==> src/hdl/dct_map.svh <==
`ifndef DCT_MAP_SVH
`define DCT_MAP_SVH

// ----------------------------------------------------------------
// Register addresses
// ----------------------------------------------------------------
`define DCT_ADDR_CTRL 8'h88
`define DCT_ADDR_MODE 8'h89
`define DCT_ADDR_LO0 8'h8a
`define DCT_ADDR_LO1 8'h8b
`define DCT_ADDR_HI0 8'h8c
`define DCT_ADDR_HI1 8'h8d
`define DCT_ADDR_CKCON 8'h8e
`define DCT_ADDR_IRQEN 8'ha8

// ----------------------------------------------------------------
// Reset values
// ----------------------------------------------------------------
`define DCT_RST_BYTE 8'h00

// ----------------------------------------------------------------
// Control register fields
// ----------------------------------------------------------------
`define DCT_CTRL_FLAG1 7
`define DCT_CTRL_RUN1 6
`define DCT_CTRL_FLAG0 5
`define DCT_CTRL_RUN0 4

// ----------------------------------------------------------------
// Mode register fields
// ----------------------------------------------------------------
`define DCT_MD_GATE_1 7
`define DCT_MD_CT1 6
`define DCT_MD_M1_HI 5
`define DCT_MD_M1_LO 4
`define DCT_MD_GATE_0 3
`define DCT_MD_CT0 2
`define DCT_MD_M0_HI 1
`define DCT_MD_M0_LO 0

// ----------------------------------------------------------------
// Clock select and interrupt enable fields
// ----------------------------------------------------------------
`define DCT_CK_T1M 3
`define DCT_CK_T0M 2
`define DCT_CK_SCA_HI 1
`define DCT_CK_SCA_LO 0
`define DCT_IRQEN_TMR1 3
`define DCT_IRQEN_TMR0 1

// ----------------------------------------------------------------
// Prescale ratios and counter masks
// ----------------------------------------------------------------
`define DCT_DIV_SCA0 12
`define DCT_DIV_SCA1 4
`define DCT_DIV_SCA2 48
`define DCT_DIV_SCA3 8
`define DCT_LO5_MASK 8'h1f
`define DCT_LO5_TOP 5'h1f
`define DCT_BYTE_TOP 8'hff
`define DCT_HALF_TOP 16'hffff

`endif

==> src/hdl/dct_pkg.sv <==
package dct_pkg;
	typedef enum logic [1:0] {
		DCT_MODE_13 = 2'b00,
		DCT_MODE_16 = 2'b01,
		DCT_MODE_RELOAD = 2'b10,
		DCT_MODE_SPLIT = 2'b11
	} dct_mode_t;
endpackage

==> src/hdl/dct_timers.sv <==
`timescale 1ns/10ps
`include "dct_map.svh"

// Contract
// - Two timers, four modes, independent selection
// - Timebase is system clock or prescaled
// - Counter mode counts falling event edges
// - Count held as low and high bytes
// - Interrupt forwarded only when enabled
// - 13-bit uses high byte, low five bits
// - 13-bit wrap sets overflow flag
// - 16-bit and 8-bit reload modes exist
// - Split low byte uses timer0 controls
// - Split high byte is timer only
// - Split high byte uses timer1 run, flag
// - Timer1 under split: no event, no flag
// - Timer1 under split runs unless mode split
module dct_timers (
	input wire logic clock, // System clock, 50 MHz
	input wire logic rst_n, // Synchronous reset
	input wire logic [7:0] sfr_addr, // Register address
	input wire logic sfr_wr, // Register write strobe
	input wire logic sfr_rd, // Register read strobe
	input wire logic [7:0] sfr_wdata, // Write data
	output logic [7:0] sfr_rdata, // Read data, registered
	input wire logic event_input_pin_a, // Timer0 event input
	input wire logic event_input_pin_b, // Timer1 event input
	input wire logic gate_input_a, // Timer0 gate input, active high
	input wire logic gate_input_b, // Timer1 gate input, active high
	output logic timer0_irq, // Timer0 interrupt request
	output logic timer1_irq, // Timer1 interrupt request
	output logic timer0_overflow, // Timer0 overflow pulse
	output logic timer1_overflow // Timer1 overflow pulse
);
	import dct_pkg::*;

	// ----------------------------------------------------------------
	// Registers
	// ----------------------------------------------------------------
	logic [7:0] timer0_low_byte_r, timer0_high_byte_r;
	logic [7:0] timer1_low_byte_r, timer1_high_byte_r;
	logic [7:0] timer_control_register_r, timer_mode_register_r;
	logic [7:0] clock_control_r, interrupt_enable_register_r;
	logic [7:0] rdata_r;
	logic pin_a_prev_r, pin_b_prev_r;
	logic ov0_r, ov1_r;

	dct_mode_t mode0, mode1;
	logic pre_tick, fall_a, fall_b, split;
	logic tick0, tick1, tick0h, run0, run1, run0h;
	logic [16:0] step0, step1;
	logic [8:0] step0h;
	logic set_tf0, set_tf1, t1_ovf;

	// Returns {overflow, high, low} after one count
	function automatic logic [16:0] dct_step(dct_mode_t m, logic [7:0] hi, logic [7:0] lo);
		logic [13:0] c13;
		logic [16:0] c16;
		logic [8:0] c8;
		c13 = {1'b0, hi, lo[4:0]} + 14'h0001;
		c16 = {1'b0, hi, lo} + 17'h00001;
		c8 = {1'b0, lo} + 9'h001;
		case (m)
			DCT_MODE_13: dct_step = {c13[13], c13[12:5], lo[7:5], c13[4:0]};
			DCT_MODE_16: dct_step = c16;
			DCT_MODE_RELOAD: dct_step = {c8[8], hi, c8[8] ? hi : c8[7:0]};
			default: dct_step = {c8[8], hi, c8[7:0]};
		endcase
	endfunction

	dct_prescale u_prescale (
		.clock(clock),
		.rst_n(rst_n),
		.sel(clock_control_r[`DCT_CK_SCA_HI:`DCT_CK_SCA_LO]),
		.tick(pre_tick)
	);

	// ----------------------------------------------------------------
	// Count enables
	// ----------------------------------------------------------------
	assign mode0 = dct_mode_t'(timer_mode_register_r[`DCT_MD_M0_HI:`DCT_MD_M0_LO]);
	assign mode1 = dct_mode_t'(timer_mode_register_r[`DCT_MD_M1_HI:`DCT_MD_M1_LO]);
	assign split = (mode0 == DCT_MODE_SPLIT);
	assign fall_a = pin_a_prev_r && !event_input_pin_a;
	assign fall_b = pin_b_prev_r && !event_input_pin_b;

	always_comb begin
		tick0 = timer_mode_register_r[`DCT_MD_CT0] ? fall_a
			: (clock_control_r[`DCT_CK_T0M] || pre_tick);
		tick0h = clock_control_r[`DCT_CK_T1M] || pre_tick;
		if (split) begin
			tick1 = clock_control_r[`DCT_CK_T1M] || pre_tick;
		end else begin
			tick1 = timer_mode_register_r[`DCT_MD_CT1] ? fall_b
				: (clock_control_r[`DCT_CK_T1M] || pre_tick);
		end
	end

	assign run0 = timer_control_register_r[`DCT_CTRL_RUN0] && tick0
		&& (!timer_mode_register_r[`DCT_MD_GATE_0] || gate_input_a);
	assign run0h = split && timer_control_register_r[`DCT_CTRL_RUN1] && tick0h;
	assign run1 = split ? (mode1 != DCT_MODE_SPLIT) && tick1
		: timer_control_register_r[`DCT_CTRL_RUN1] && tick1 && (mode1 != DCT_MODE_SPLIT)
		&& (!timer_mode_register_r[`DCT_MD_GATE_1] || gate_input_b);

	assign step0 = dct_step(mode0, timer0_high_byte_r, timer0_low_byte_r);
	assign step1 = dct_step(mode1, timer1_high_byte_r, timer1_low_byte_r);
	assign step0h = {1'b0, timer0_high_byte_r} + 9'h001;

	assign t1_ovf = run1 && step1[16];
	assign set_tf0 = run0 && step0[16];
	assign set_tf1 = split ? (run0h && step0h[8]) : t1_ovf;

	// ----------------------------------------------------------------
	// Event pin history
	// ----------------------------------------------------------------
	always_ff @(posedge clock) begin
		if (!rst_n) begin
			pin_a_prev_r <= 1'b1;
			pin_b_prev_r <= 1'b1;
		end else begin
			pin_a_prev_r <= event_input_pin_a;
			pin_b_prev_r <= event_input_pin_b;
		end
	end

	// ----------------------------------------------------------------
	// Timer0 count bytes; software write wins over counting
	// ----------------------------------------------------------------
	always_ff @(posedge clock) begin
		if (!rst_n) begin
			timer0_low_byte_r <= `DCT_RST_BYTE;
		end else if (sfr_wr && sfr_addr == `DCT_ADDR_LO0) begin
			timer0_low_byte_r <= sfr_wdata;
		end else if (run0) begin
			timer0_low_byte_r <= step0[7:0];
		end
	end

	always_ff @(posedge clock) begin
		if (!rst_n) begin
			timer0_high_byte_r <= `DCT_RST_BYTE;
		end else if (sfr_wr && sfr_addr == `DCT_ADDR_HI0) begin
			timer0_high_byte_r <= sfr_wdata;
		end else if (run0h) begin
			timer0_high_byte_r <= step0h[7:0];
		end else if (run0 && !split) begin
			timer0_high_byte_r <= step0[15:8];
		end
	end

	// ----------------------------------------------------------------
	// Timer1 count bytes
	// ----------------------------------------------------------------
	always_ff @(posedge clock) begin
		if (!rst_n) begin
			timer1_low_byte_r <= `DCT_RST_BYTE;
			timer1_high_byte_r <= `DCT_RST_BYTE;
		end else begin
			if (sfr_wr && sfr_addr == `DCT_ADDR_LO1) begin
				timer1_low_byte_r <= sfr_wdata;
			end else if (run1) begin
				timer1_low_byte_r <= step1[7:0];
			end
			if (sfr_wr && sfr_addr == `DCT_ADDR_HI1) begin
				timer1_high_byte_r <= sfr_wdata;
			end else if (run1) begin
				timer1_high_byte_r <= step1[15:8];
			end
		end
	end

	// ----------------------------------------------------------------
	// Control register; hardware flag set wins over software clear
	// ----------------------------------------------------------------
	always_ff @(posedge clock) begin
		if (!rst_n) begin
			timer_control_register_r <= `DCT_RST_BYTE;
		end else begin
			if (sfr_wr && sfr_addr == `DCT_ADDR_CTRL) begin
				timer_control_register_r <= sfr_wdata;
			end
			if (set_tf0) begin
				timer_control_register_r[`DCT_CTRL_FLAG0] <= 1'b1;
			end
			if (set_tf1) begin
				timer_control_register_r[`DCT_CTRL_FLAG1] <= 1'b1;
			end
		end
	end

	// ----------------------------------------------------------------
	// Configuration registers
	// ----------------------------------------------------------------
	always_ff @(posedge clock) begin
		if (!rst_n) begin
			timer_mode_register_r <= `DCT_RST_BYTE;
			clock_control_r <= `DCT_RST_BYTE;
			interrupt_enable_register_r <= `DCT_RST_BYTE;
		end else if (sfr_wr) begin
			if (sfr_addr == `DCT_ADDR_MODE) begin
				timer_mode_register_r <= sfr_wdata;
			end
			if (sfr_addr == `DCT_ADDR_CKCON) begin
				clock_control_r <= sfr_wdata;
			end
			if (sfr_addr == `DCT_ADDR_IRQEN) begin
				interrupt_enable_register_r <= sfr_wdata;
			end
		end
	end

	// ----------------------------------------------------------------
	// Read data and overflow pulses
	// ----------------------------------------------------------------
	always_ff @(posedge clock) begin
		if (!rst_n) begin
			rdata_r <= `DCT_RST_BYTE;
		end else if (sfr_rd) begin
			case (sfr_addr)
				`DCT_ADDR_CTRL: rdata_r <= timer_control_register_r;
				`DCT_ADDR_MODE: rdata_r <= timer_mode_register_r;
				`DCT_ADDR_LO0: rdata_r <= timer0_low_byte_r;
				`DCT_ADDR_LO1: rdata_r <= timer1_low_byte_r;
				`DCT_ADDR_HI0: rdata_r <= timer0_high_byte_r;
				`DCT_ADDR_HI1: rdata_r <= timer1_high_byte_r;
				`DCT_ADDR_CKCON: rdata_r <= clock_control_r;
				`DCT_ADDR_IRQEN: rdata_r <= interrupt_enable_register_r;
				default: rdata_r <= `DCT_RST_BYTE;
			endcase
		end
	end

	always_ff @(posedge clock) begin
		if (!rst_n) begin
			ov0_r <= 1'b0;
			ov1_r <= 1'b0;
		end else begin
			ov0_r <= set_tf0;
			ov1_r <= t1_ovf;
		end
	end

	assign sfr_rdata = rdata_r;
	assign timer0_overflow = ov0_r;
	assign timer1_overflow = ov1_r;
	assign timer0_irq = timer_control_register_r[`DCT_CTRL_FLAG0]
		&& interrupt_enable_register_r[`DCT_IRQEN_TMR0];
	assign timer1_irq = timer_control_register_r[`DCT_CTRL_FLAG1]
		&& interrupt_enable_register_r[`DCT_IRQEN_TMR1];
endmodule

==> src/hdl/dct_prescale.sv <==
`timescale 1ns/10ps
`include "dct_map.svh"

module dct_prescale #(
	parameter int DIV0 = `DCT_DIV_SCA0,
	parameter int DIV1 = `DCT_DIV_SCA1,
	parameter int DIV2 = `DCT_DIV_SCA2,
	parameter int DIV3 = `DCT_DIV_SCA3
) (
	input wire logic clock, // System clock
	input wire logic rst_n, // Synchronous reset
	input wire logic [1:0] sel, // Prescale select bits
	output logic tick // One-cycle enable pulse
);
	logic [7:0] cnt_r;
	logic [7:0] last;

	always_comb begin
		case (sel)
			2'b00: last = 8'(DIV0 - 1);
			2'b01: last = 8'(DIV1 - 1);
			2'b10: last = 8'(DIV2 - 1);
			default: last = 8'(DIV3 - 1);
		endcase
	end

	always_ff @(posedge clock) begin
		if (!rst_n) begin
			cnt_r <= 8'h00;
		end else if (cnt_r >= last) begin
			cnt_r <= 8'h00;
		end else begin
			cnt_r <= cnt_r + 8'h01;
		end
	end

	assign tick = rst_n && (cnt_r >= last);
endmodule

==> config.mk <==
export PLATFORM = sky130hd
export DESIGN_NAME = dct_timers
export DESIGN_NICKNAME = d
export VERILOG_FILES = /design/src/hdl/dct_pkg.sv /design/src/hdl/dct_timers.sv /design/src/hdl/dct_prescale.sv
export VERILOG_INCLUDE_DIRS = /design/src /design/src/hdl
export SDC_FILE = /design/constraint.sdc
export NUM_CORES = 1
export LEC_CHECK = 0
export BUFFER_PORTS_ARGS = -buffer_cell sky130_fd_sc_hd__buf_4
export CORE_MARGIN = 2
export CORE_UTILIZATION = 45
export DETAILED_ROUTE_END_ITERATION = 16
export GPL_ROUTABILITY_DRIVEN = 0
export PLACE_DENSITY_LB_ADDON = 0.3
export SYNTH_ARGS = -nofsm -noshare
export SYNTH_HDL_FRONTEND = slang
export SYNTH_SLANG_ARGS = --single-unit
==> constraint.sdc <==
create_clock -name clock -period 2.4 [get_ports clock]
set_input_delay 0.12 -clock clock [delete_from_list [all_inputs] [get_ports clock]]
set_output_delay 0.12 -clock clock [all_outputs]
set_load 0.02 [all_outputs]
==> results of run 1 <==
==> where the power goes <==
group	switching (uW)	internal, uW
Sequential	4.74	1400
Clock	628	738
Combinational	126	62.9
==> worst reg2reg max path, cell delays in order (launching register included) <==
cell      delay [ns]
dfxtp_1         0.34
nand2b_1        0.19
ha_4            0.17
or3_1           0.38
a221oi_4        0.35
a222oi_1        0.17
mux2_2          0.31
a221oi_1        0.25
o22ai_1         0.11
==> through the flow <==
stage / setup slack [ns] / std cells / instance area [um^2] / power, uW
after detailed placement: 0.0727 / 827 / 5760 / 1610
after CTS: 0.0538 / 845 / 6070 / 2960
final: 0.0267 / 849 / 6150 / 2960
after floorplan: 0.214 / 663 / 5290 / 1530
after global placement: 0.131 / 827 / 5760 / 1610
after global routing: -0.0498 / 849 / 6150 / 3040
==> sequential cells by signal, indices dropped and copies added (netlist names), 8 cells and up <==
signal                       cells
clock_control_r                  8
interrupt_enable_register_r      8
sfr_rdata                        8
timer0_high_byte_r               8
timer0_low_byte_r                8
timer1_high_byte_r               8
timer1_low_byte_r                8
timer_control_register_r         8
timer_mode_register_r            8
u_prescale.cnt_r                 8
==> layout make-up <==
cell class	instances	area share [%]
Clock buffer	10	3.88
Tap cell	143	2.91
Sequential cell	84	27.3
Multi-Input combinational cell	522	55.6
Inverter	14	0.854
Timing Repair Buffer	70	8.68
Clock inverter	6	0.773
==> per-layer routing <==
layer	GRT usage (%)	vias to the layer above	part of all wire (%)
li1	-	2510	-
met2	42.1	322	45
met4	11.3	0	4.1
met5	0	-	0
met1	37.9	2587	42
met3	5.29	62	8.8
==> logic make-up after synthesis <==
family,synth area share (%)
XOR/XNOR,4.47
flip-flops,31.8
other,0.0709
multiplexers,8.78
AO/OA/AOI/OAI,23.5
AND/OR/NAND/NOR,25.2
adder cells (fa/ha/maj),1.66
buffers and inverters,4.50
==> layout by cell type, fill, tap and decap left out, types with 5 or more instances in the layout <==
cell	count
nand3_1	40
or3_1	5
a32oi_1	5
o211ai_1	11
mux2_2	5
clkbuf_16	9
nand4_1	15
inv_1	13
nor2b_1	8
nand2_1	84
a22oi_1	6
ha_1	6
buf_4	67
xor2_1	17
dfxtp_1	84
nor2_1	43
nor3_1	12
a21oi_1	56
xnor2_1	10
mux2i_1	34
o22ai_1	13
o21ai_0	37
nand2b_1	10
o21a_1	7
and2_1	8
and3_1	15
==> path summary, 6_finish.rpt <==
kind / start / endpoint / depth (start not counted)
worst max register to register: clock_control_r[0]$_SDFFE_PN0P_ / timer1_low_byte_r[0]$_SDFFE_PN0P_ / 8
worst max-delay path: clock_control_r[0]$_SDFFE_PN0P_ / timer1_low_byte_r[0]$_SDFFE_PN0P_ / 8
worst min register to register: u_prescale.cnt_r[0]$_SDFF_PP0_ / u_prescale.cnt_r[0]$_SDFF_PP0_ / 1
worst min-delay path: sfr_wdata[1] / interrupt_enable_register_r[1]$_SDFFE_PN0P_ / 3
==> timing repair <==
item                                   4_1_cts  5_1_grt
setup endpoints to repair                    0        6
endpoints found under the hold margin        2        0
resized for setup                            0        9
hold buffers                                 2        0
setup buffers                                0        4
==> flow_summary.json, run 1 <==
{
  "status": "finished, final reports clean",
  "overflow": 0,
  "die-area_um2": 12600,
  "io_buffers": 35,
  "synth_top_cell_by_area": "dfxtp_1",
  "ios": 36,
  "grt_pass1_vias": 4966,
  "worstSkewPairLatency_ns": 0.35,
  "hpwl_um": 12400,
  "cp_slowest_cell": "or3_1",
  "drc_errors": 0,
  "yosys_warnings": 0,
  "cp_data_required_time_ns": 2.63,
  "firstDrtPassIters": 7,
  "die_h_um": 112,
  "async_flop_share_pct": 0,
  "worst_slew_pin_slew_ns": 0.581,
  "cp_max_fo": 4,
  "std_cell_rows": 39,
  "peakVddDrop_mv": 0.424,
  "finalHoldViolations": 0,
  "synth.distinct_cells": 69,
  "tns_ns": 0,
  "syn-num-nets": 694,
  "ctsRootBufferMaster": "clkbuf_16",
  "hold_class": "input port to register",
  "core_area_um2": 11400,
  "clk_pin_slew_ns": 0.07,
  "synth_edf_count": 0,
  "drt-initial-drc-count": 904,
  "register_area_um2": 1680,
  "initial_core_util_pct": 46.3,
  "antenna_found_initial": 0,
  "yosys-top-cells-area": "dfxtp_1 (32%), mux2i_1 (6.4%), nand2_1 (6.0%)",
  "cp_cell_sequence": "nand2b_1 > ha_4 > or3_1 > a221oi_4 > a222oi_1 > mux2_2 > a221oi_1 > o22ai_1",
  "routed_wl_um": 17300,
  "min_period_ns": 2.37,
  "cts_tree": "yes",
  "fmax_mhz": 421,
  "ys.flop_type": "dfxtp_1",
  "cap_violations": 0,
  "grt_max_degree": 34,
  "drive_gt1_share_pct": 16.4,
  "htreeDepth": 3,
  "finalSetupViolCount": 0,
  "power_density_nw_per_um2": 481,
  "area_delta_synth_final_pct": 16.4,
  "r2r_setup_slack_ns": 0.03,
  "synth_top_area_share_pct": 31.8,
  "clk_path_buf_depth": 2,
  "relSlewSlack_pct": 61.1,
  "ys_seq_area_share_pct": 31.8,
  "utilization_pct": 53.9,
  "multi_input_area_um2": 3420,
  "clock-sinks": 84,
  "n_antenna_cell": 0,
  "nets": 732,
  "worst_ep_arrival_time_ns": 2.60,
  "leakage_uw": 0.00211,
  "fill_cells": 1067,
  "criticalPathCategory": "register to register",
  "synth_commonest_cells": "dfxtp_1 (84), nand2_1 (84), a21oi_1 (56)",
  "groute.usage.overall_pct": 27.4,
  "finalCritPeriodShare_pct": 98.9,
  "worst_setup_path_end_kind": "register",
  "grt_pass1_wl_um": 27200,
  "viasPerCell": 6.46,
  "ant_nets": 0,
  "syn_avg_cell_area_um2": 7.97,
  "die_w_um": 112,
  "synthesis.area_um2": 5290,
  "routedWlPerCell_um": 20.4,
  "cts_buffers": 9,
  "ys_seq_elements": 84,
  "skew_ns": 0.00656,
  "slew_viol_final": 0,
  "cp_top_family": "compound AO/OA/AOI/OAI gates",
  "cp-start-kind": "register",
  "rsz0062_at_grt": "yes",
  "num_vias": 5481,
  "synthCells": 663,
  "cp.buffers_inverters": 0,
  "cpPeakStageDelay_ns": 0.38,
  "holdWs_ns": 0.0945
}
No activity file was read; power rests on OpenSTA's default activity.
==> inputs of run 2 (changes only) <==
- CAP_MARGIN: default -> 5
- CTS_CLUSTER_SIZE: default -> 10
- GPL_TIMING_DRIVEN: default -> 0
==> flow_summary.json, run 2 (synthesized netlist as in run 1, its figures left out) <==
{
  "initial_core_util_pct": 46.3,
  "grt_max_degree": 16,
  "peakVddDrop_mv": 0.421,
  "io_buffers": 31,
  "ios": 36,
  "core_area_um2": 11400,
  "groute.usage.overall_pct": 27.9,
  "cp_slowest_cell": "dfxtp_2",
  "routedWlPerCell_um": 20.7,
  "clk_pin_slew_ns": 0.07,
  "ant_nets": 0,
  "startpoint": "clock_control_r[0]$_SDFFE_PN0P_",
  "cp_top_family": "compound AO/OA/AOI/OAI gates",
  "timing.final.ws_setup_ns": 0.0926,
  "leakage_uw": 0.00212,
  "power_switching_uw": 762,
  "routed_wl_um": 17900,
  "firstDrtPassIters": 5,
  "status": "finished, final reports clean",
  "skew_ns": 0.0124,
  "cts_buffers": 9,
  "antenna_found_initial": 0,
  "num_vias": 5538,
  "final_common_cell": "nand2_1",
  "cpMostUsedCell": "a221oi_2",
  "power_density_nw_per_um2": 488,
  "cp_max_fo": 4,
  "min_from": "sfr_wdata[1]",
  "power_uw": 3040,
  "final_cell_mix": "nand2_1 (84), dfxtp_1 (81), a21oi_1 (56)",
  "cts_tree": "yes",
  "drt-initial-drc-count": 714,
  "cp_data_required_time_ns": 2.63,
  "die-area_um2": 12600,
  "cpPeakStageDelay_ns": 0.37,
  "min_period_ns": 2.31,
  "criticalPathCategory": "register to register",
  "worst_slew_pin_slew_ns": 0.879,
  "hold_class": "input port to register",
  "cp_cell_sequence": "nand2b_4 > ha_4 > or3_1 > a221oi_2 > a222oi_1 > mux2_2 > a221oi_2 > o22ai_1",
  "pre_cts_ws_ns": -0.199,
  "worst_setup_path_end_kind": "register",
  "power_frac_seq_pct": 46.2,
  "worst_ep_arrival_time_ns": 2.54,
  "htreeDepth": 3,
  "viasPerCell": 6.39,
  "slew_viol_final": 0,
  "ctsRootBufferMaster": "clkbuf_16",
  "rsz0062_at_grt": "yes",
  "hpwl_um": 12700,
  "nets": 750,
  "p_comb_share_pct": 6.4,
  "clk_path_buf_depth": 2,
  "clock_power_share_pct": 47.5,
  "die_w_um": 112,
  "cap_violations": 0,
  "drc_errors": 0,
  "area_delta_synth_final_pct": 17.7,
  "n_antenna_cell": 0,
  "p_int_uw": 2280,
  "cp.buffers_inverters": 0,
  "clock-sinks": 84,
  "fmax_mhz": 433,
  "die_h_um": 112,
  "relSlewSlack_pct": 41.0,
  "overflow": 0,
  "finalCritPeriodShare_pct": 96.1,
  "r2r_start": "clock_control_r[0]$_SDFFE_PN0P_",
  "swShare_pct": 25.1,
  "cp-start-kind": "register",
  "finalSetupViolCount": 0,
  "grt_pass1_vias": 5100,
  "worstSkewPairLatency_ns": 0.35,
  "grt_pass1_wl_um": 27500,
  "finalHoldViolations": 0,
  "drive_gt1_share_pct": 15.3,
  "std_cell_rows": 39
}
-- run 2: routing by layer --
layer	track usage (%)	wire length, um
met1	37.4	7460
met5	0	0
met4	13.3	745
met3	4.97	1490
met2	43.7	8240
-- run 2: area by class of cell --
type | instances | area, um^2
repair buffers | 45 | 340
well taps | 143 | 179
multi-input cells | 522 | 3470
inverters | 14 | 52.6
fillers | 1081 | 5200
flip-flops and latches | 84 | 1690
clock inverters | 6 | 71.3
plain buffers | 43 | 191
clock buffers | 10 | 229
-- run 2: through the flow --
stage	util, %	cells	TNS [ns]	area [um^2]	hold WS, ns
after global placement	49.9	837	-0.505	5700	0.318
after global routing	54.5	867	-0.0316	6220	0.100
final	54.5	867	0	6220	0.102
after floorplan	-	663	0	5290	0.221
after detailed placement	49.9	837	-0.689	5700	0.324
after CTS	53.0	856	0	6050	0.102
-- run 2: tightest hold or removal path: cells and delay by family --
family                 cells  cell delay [ns]
buffers and inverters      1             0.16
AOI/OAI and AO/OA          1             0.06
and+or+nand+nor            1             0.07
-- run 2: power groups by stage --
| stage | logic (uW) | registers (uW) | clock network [uW] |
|---|---|---|---|
| after floorplan | 93.5 | 1430 | 0 |
| after global placement | 180 | 1430 | 0 |
| after detailed placement | 182 | 1430 | 0 |
| after CTS | 187 | 1400 | 1450 |
| after global routing | 204 | 1400 | 1500 |
| final | 194 | 1400 | 1440 |
-- run 2: final timing paths --
kind,endpoint,slack (ns),cells past startpoint
worst max-delay path,timer1_low_byte_r[0]$_SDFFE_PN0P_,0.09,8
worst min-delay path,clock_control_r[1]$_SDFFE_PN0P_,0.10,3
worst max register to register,timer1_low_byte_r[0]$_SDFFE_PN0P_,0.09,8
worst min register to register,u_prescale.cnt_r[0]$_SDFF_PP0_,0.45,1
-- run 2: repair_timing --
item	4_1_cts	5_1_grt
pin swaps	2	11
hold endpoints to repair	2	0
hold buffers	2	0
gates cloned	0	1
gates resized for setup	6	18
endpoints found under the setup margin	8	28
setup buffers	1	10
==> inputs of run 3 (changes only) <==
- CELL_PAD_IN_SITES_DETAIL_PLACEMENT: default -> 1
- CELL_PAD_IN_SITES_GLOBAL_PLACEMENT: default -> 1
==> flow_summary.json, run 3 (synthesized netlist as in run 1, its figures left out) <==
{
  "status": "finished, final reports clean",
  "routedWlPerCell_um": 23.4,
  "cp_cell_sequence": "nand2b_4 > ha_4 > or3_4 > a221oi_4 > a222oi_1 > mux2_4 > a221oi_2 > o22ai_1",
  "std_cell_rows": 39,
  "min_period_ns": 2.40,
  "leakage_uw": 0.00213,
  "firstDrtPassIters": 5,
  "skew_ns": 0.00669,
  "hold_class": "input port to register",
  "groute.usage.overall_pct": 32.1,
  "htreeDepth": 3,
  "cp_data_required_time_ns": 2.64,
  "ctsRootBufferMaster": "clkbuf_16",
  "pre_cts_ws_ns": -0.263,
  "nets": 751,
  "startpoint": "clock_control_r[0]$_SDFFE_PN0P_",
  "finalSetupViolCount": 0,
  "cpPeakStageDelay_ns": 0.39,
  "rsz0062_at_grt": "yes",
  "routed_wl_um": 20300,
  "fmax_mhz": 417,
  "power_uw": 2940,
  "cp_max_fo": 4,
  "r2r_start": "clock_control_r[0]$_SDFFE_PN0P_",
  "grt_pass1_vias": 5727,
  "power_density_nw_per_um2": 471,
  "cp_top_family": "compound AO/OA/AOI/OAI gates",
  "area_delta_synth_final_pct": 18.1,
  "drive_gt1_share_pct": 16.3,
  "num_vias": 5628,
  "relSlewSlack_pct": 42.0,
  "drt-initial-drc-count": 523,
  "final_common_cell": "nand2_1",
  "overflow": 0,
  "clk_pin_slew_ns": 0.06,
  "core_area_um2": 11400,
  "ant_nets": 0,
  "clk_path_buf_depth": 2,
  "die_h_um": 112,
  "ios": 36,
  "cp-start-kind": "register",
  "cp_slowest_cell": "or3_4",
  "finalHoldViolations": 0,
  "min_from": "sfr_wdata[1]",
  "antenna_found_initial": 0,
  "cts_buffers": 9,
  "holdWs_ns": 0.107,
  "cap_violations": 0,
  "hpwl_um": 14300,
  "peakVddDrop_mv": 0.520,
  "worst_ep_arrival_time_ns": 2.63,
  "die_w_um": 112,
  "io_buffers": 31,
  "clock-sinks": 84,
  "slew_viol_final": 0,
  "dp_cells": 837,
  "final_cell_mix": "nand2_1 (84), dfxtp_1 (81), a21oi_1 (56)",
  "final_cells": 868,
  "viasPerCell": 6.48,
  "initial_core_util_pct": 46.3,
  "tns_ns": 0,
  "n_antenna_cell": 0,
  "grt_max_degree": 14,
  "grt_pass1_wl_um": 31300,
  "finalCritPeriodShare_pct": 99.8,
  "worstSkewPairLatency_ns": 0.36,
  "timing.final.ws_setup_ns": 0.00417,
  "cp.buffers_inverters": 0,
  "drc_errors": 0,
  "cts_tree": "yes",
  "criticalPathCategory": "register to register",
  "worst_setup_path_end_kind": "register",
  "worst_slew_pin_slew_ns": 0.863,
  "die-area_um2": 12600
}
-- run 3: final timing paths --
| path | to | slack (ns) | depth (start not counted) |
|---|---|---|---|
| worst min register to register | u_prescale.cnt_r[0]$_SDFF_PP0_ | 0.44 | 1 |
| worst min-delay path | clock_control_r[1]$_SDFFE_PN0P_ | 0.11 | 3 |
| worst max register to register | timer1_low_byte_r[0]$_SDFFE_PN0P_ | 0.004 | 8 |
| worst max-delay path | timer1_low_byte_r[0]$_SDFFE_PN0P_ | 0.004 | 8 |
-- run 3: cell type report --
class                   instances  area [um^2]
clock inverters                 5         27.5
multi-input cells             522         3510
clock buffers                  11          243
inverters                      14         52.6
repair buffers                 47          358
well taps                     143          179
plain buffers                  42          188
flip-flops and latches         84         1690
fillers                      1415         5170
-- run 3: through the flow --
step           cell area (um^2)  utilization (%)
6_report                   6240             54.7
4_1_cts                    6090             53.4
5_1_grt                    6240             54.7
3_5_place_dp               5700             49.9
2_1_floorplan              5290                -
3_3_place_gp               5700             49.9
-- run 3: timing repair --
item | 4_1_cts | 5_1_grt
pin swaps | 3 | 9
hold endpoints to repair | 2 | 0
buffers inserted | 8 | 6
hold buffers | 2 | 0
gates resized for setup | 9 | 22
endpoints found under the setup margin | 17 | 30
-- run 3: report_power, final --
part / total [uW] / internal, uW / switching [uW]
sequential: 1400 / 1400 / 4.28
combinational: 205 / 64.4 / 140
clock: 1340 / 723 / 614
-- run 3: routing by layer --
| layer | part of all wire (%) | wire [um] | up-vias | global-route usage [%] |
|---|---|---|---|---|
| met5 | 0 | 0 | - | 0 |
| li1 | - | - | 2538 | - |
| met2 | 48 | 9670 | 221 | 51.8 |
| met4 | 4.4 | 894 | 0 | 14.8 |
| met3 | 6.9 | 1410 | 65 | 6.97 |
| met1 | 41 | 8370 | 2804 | 41.0 |
-- run 3: tightest hold or removal path: cells and delay by family --
kind / cells / cell delay (ns)
buffers and inverters: 1 / 0.16
and+or+nand+nor: 1 / 0.08
AOI/OAI and AO/OA: 1 / 0.06
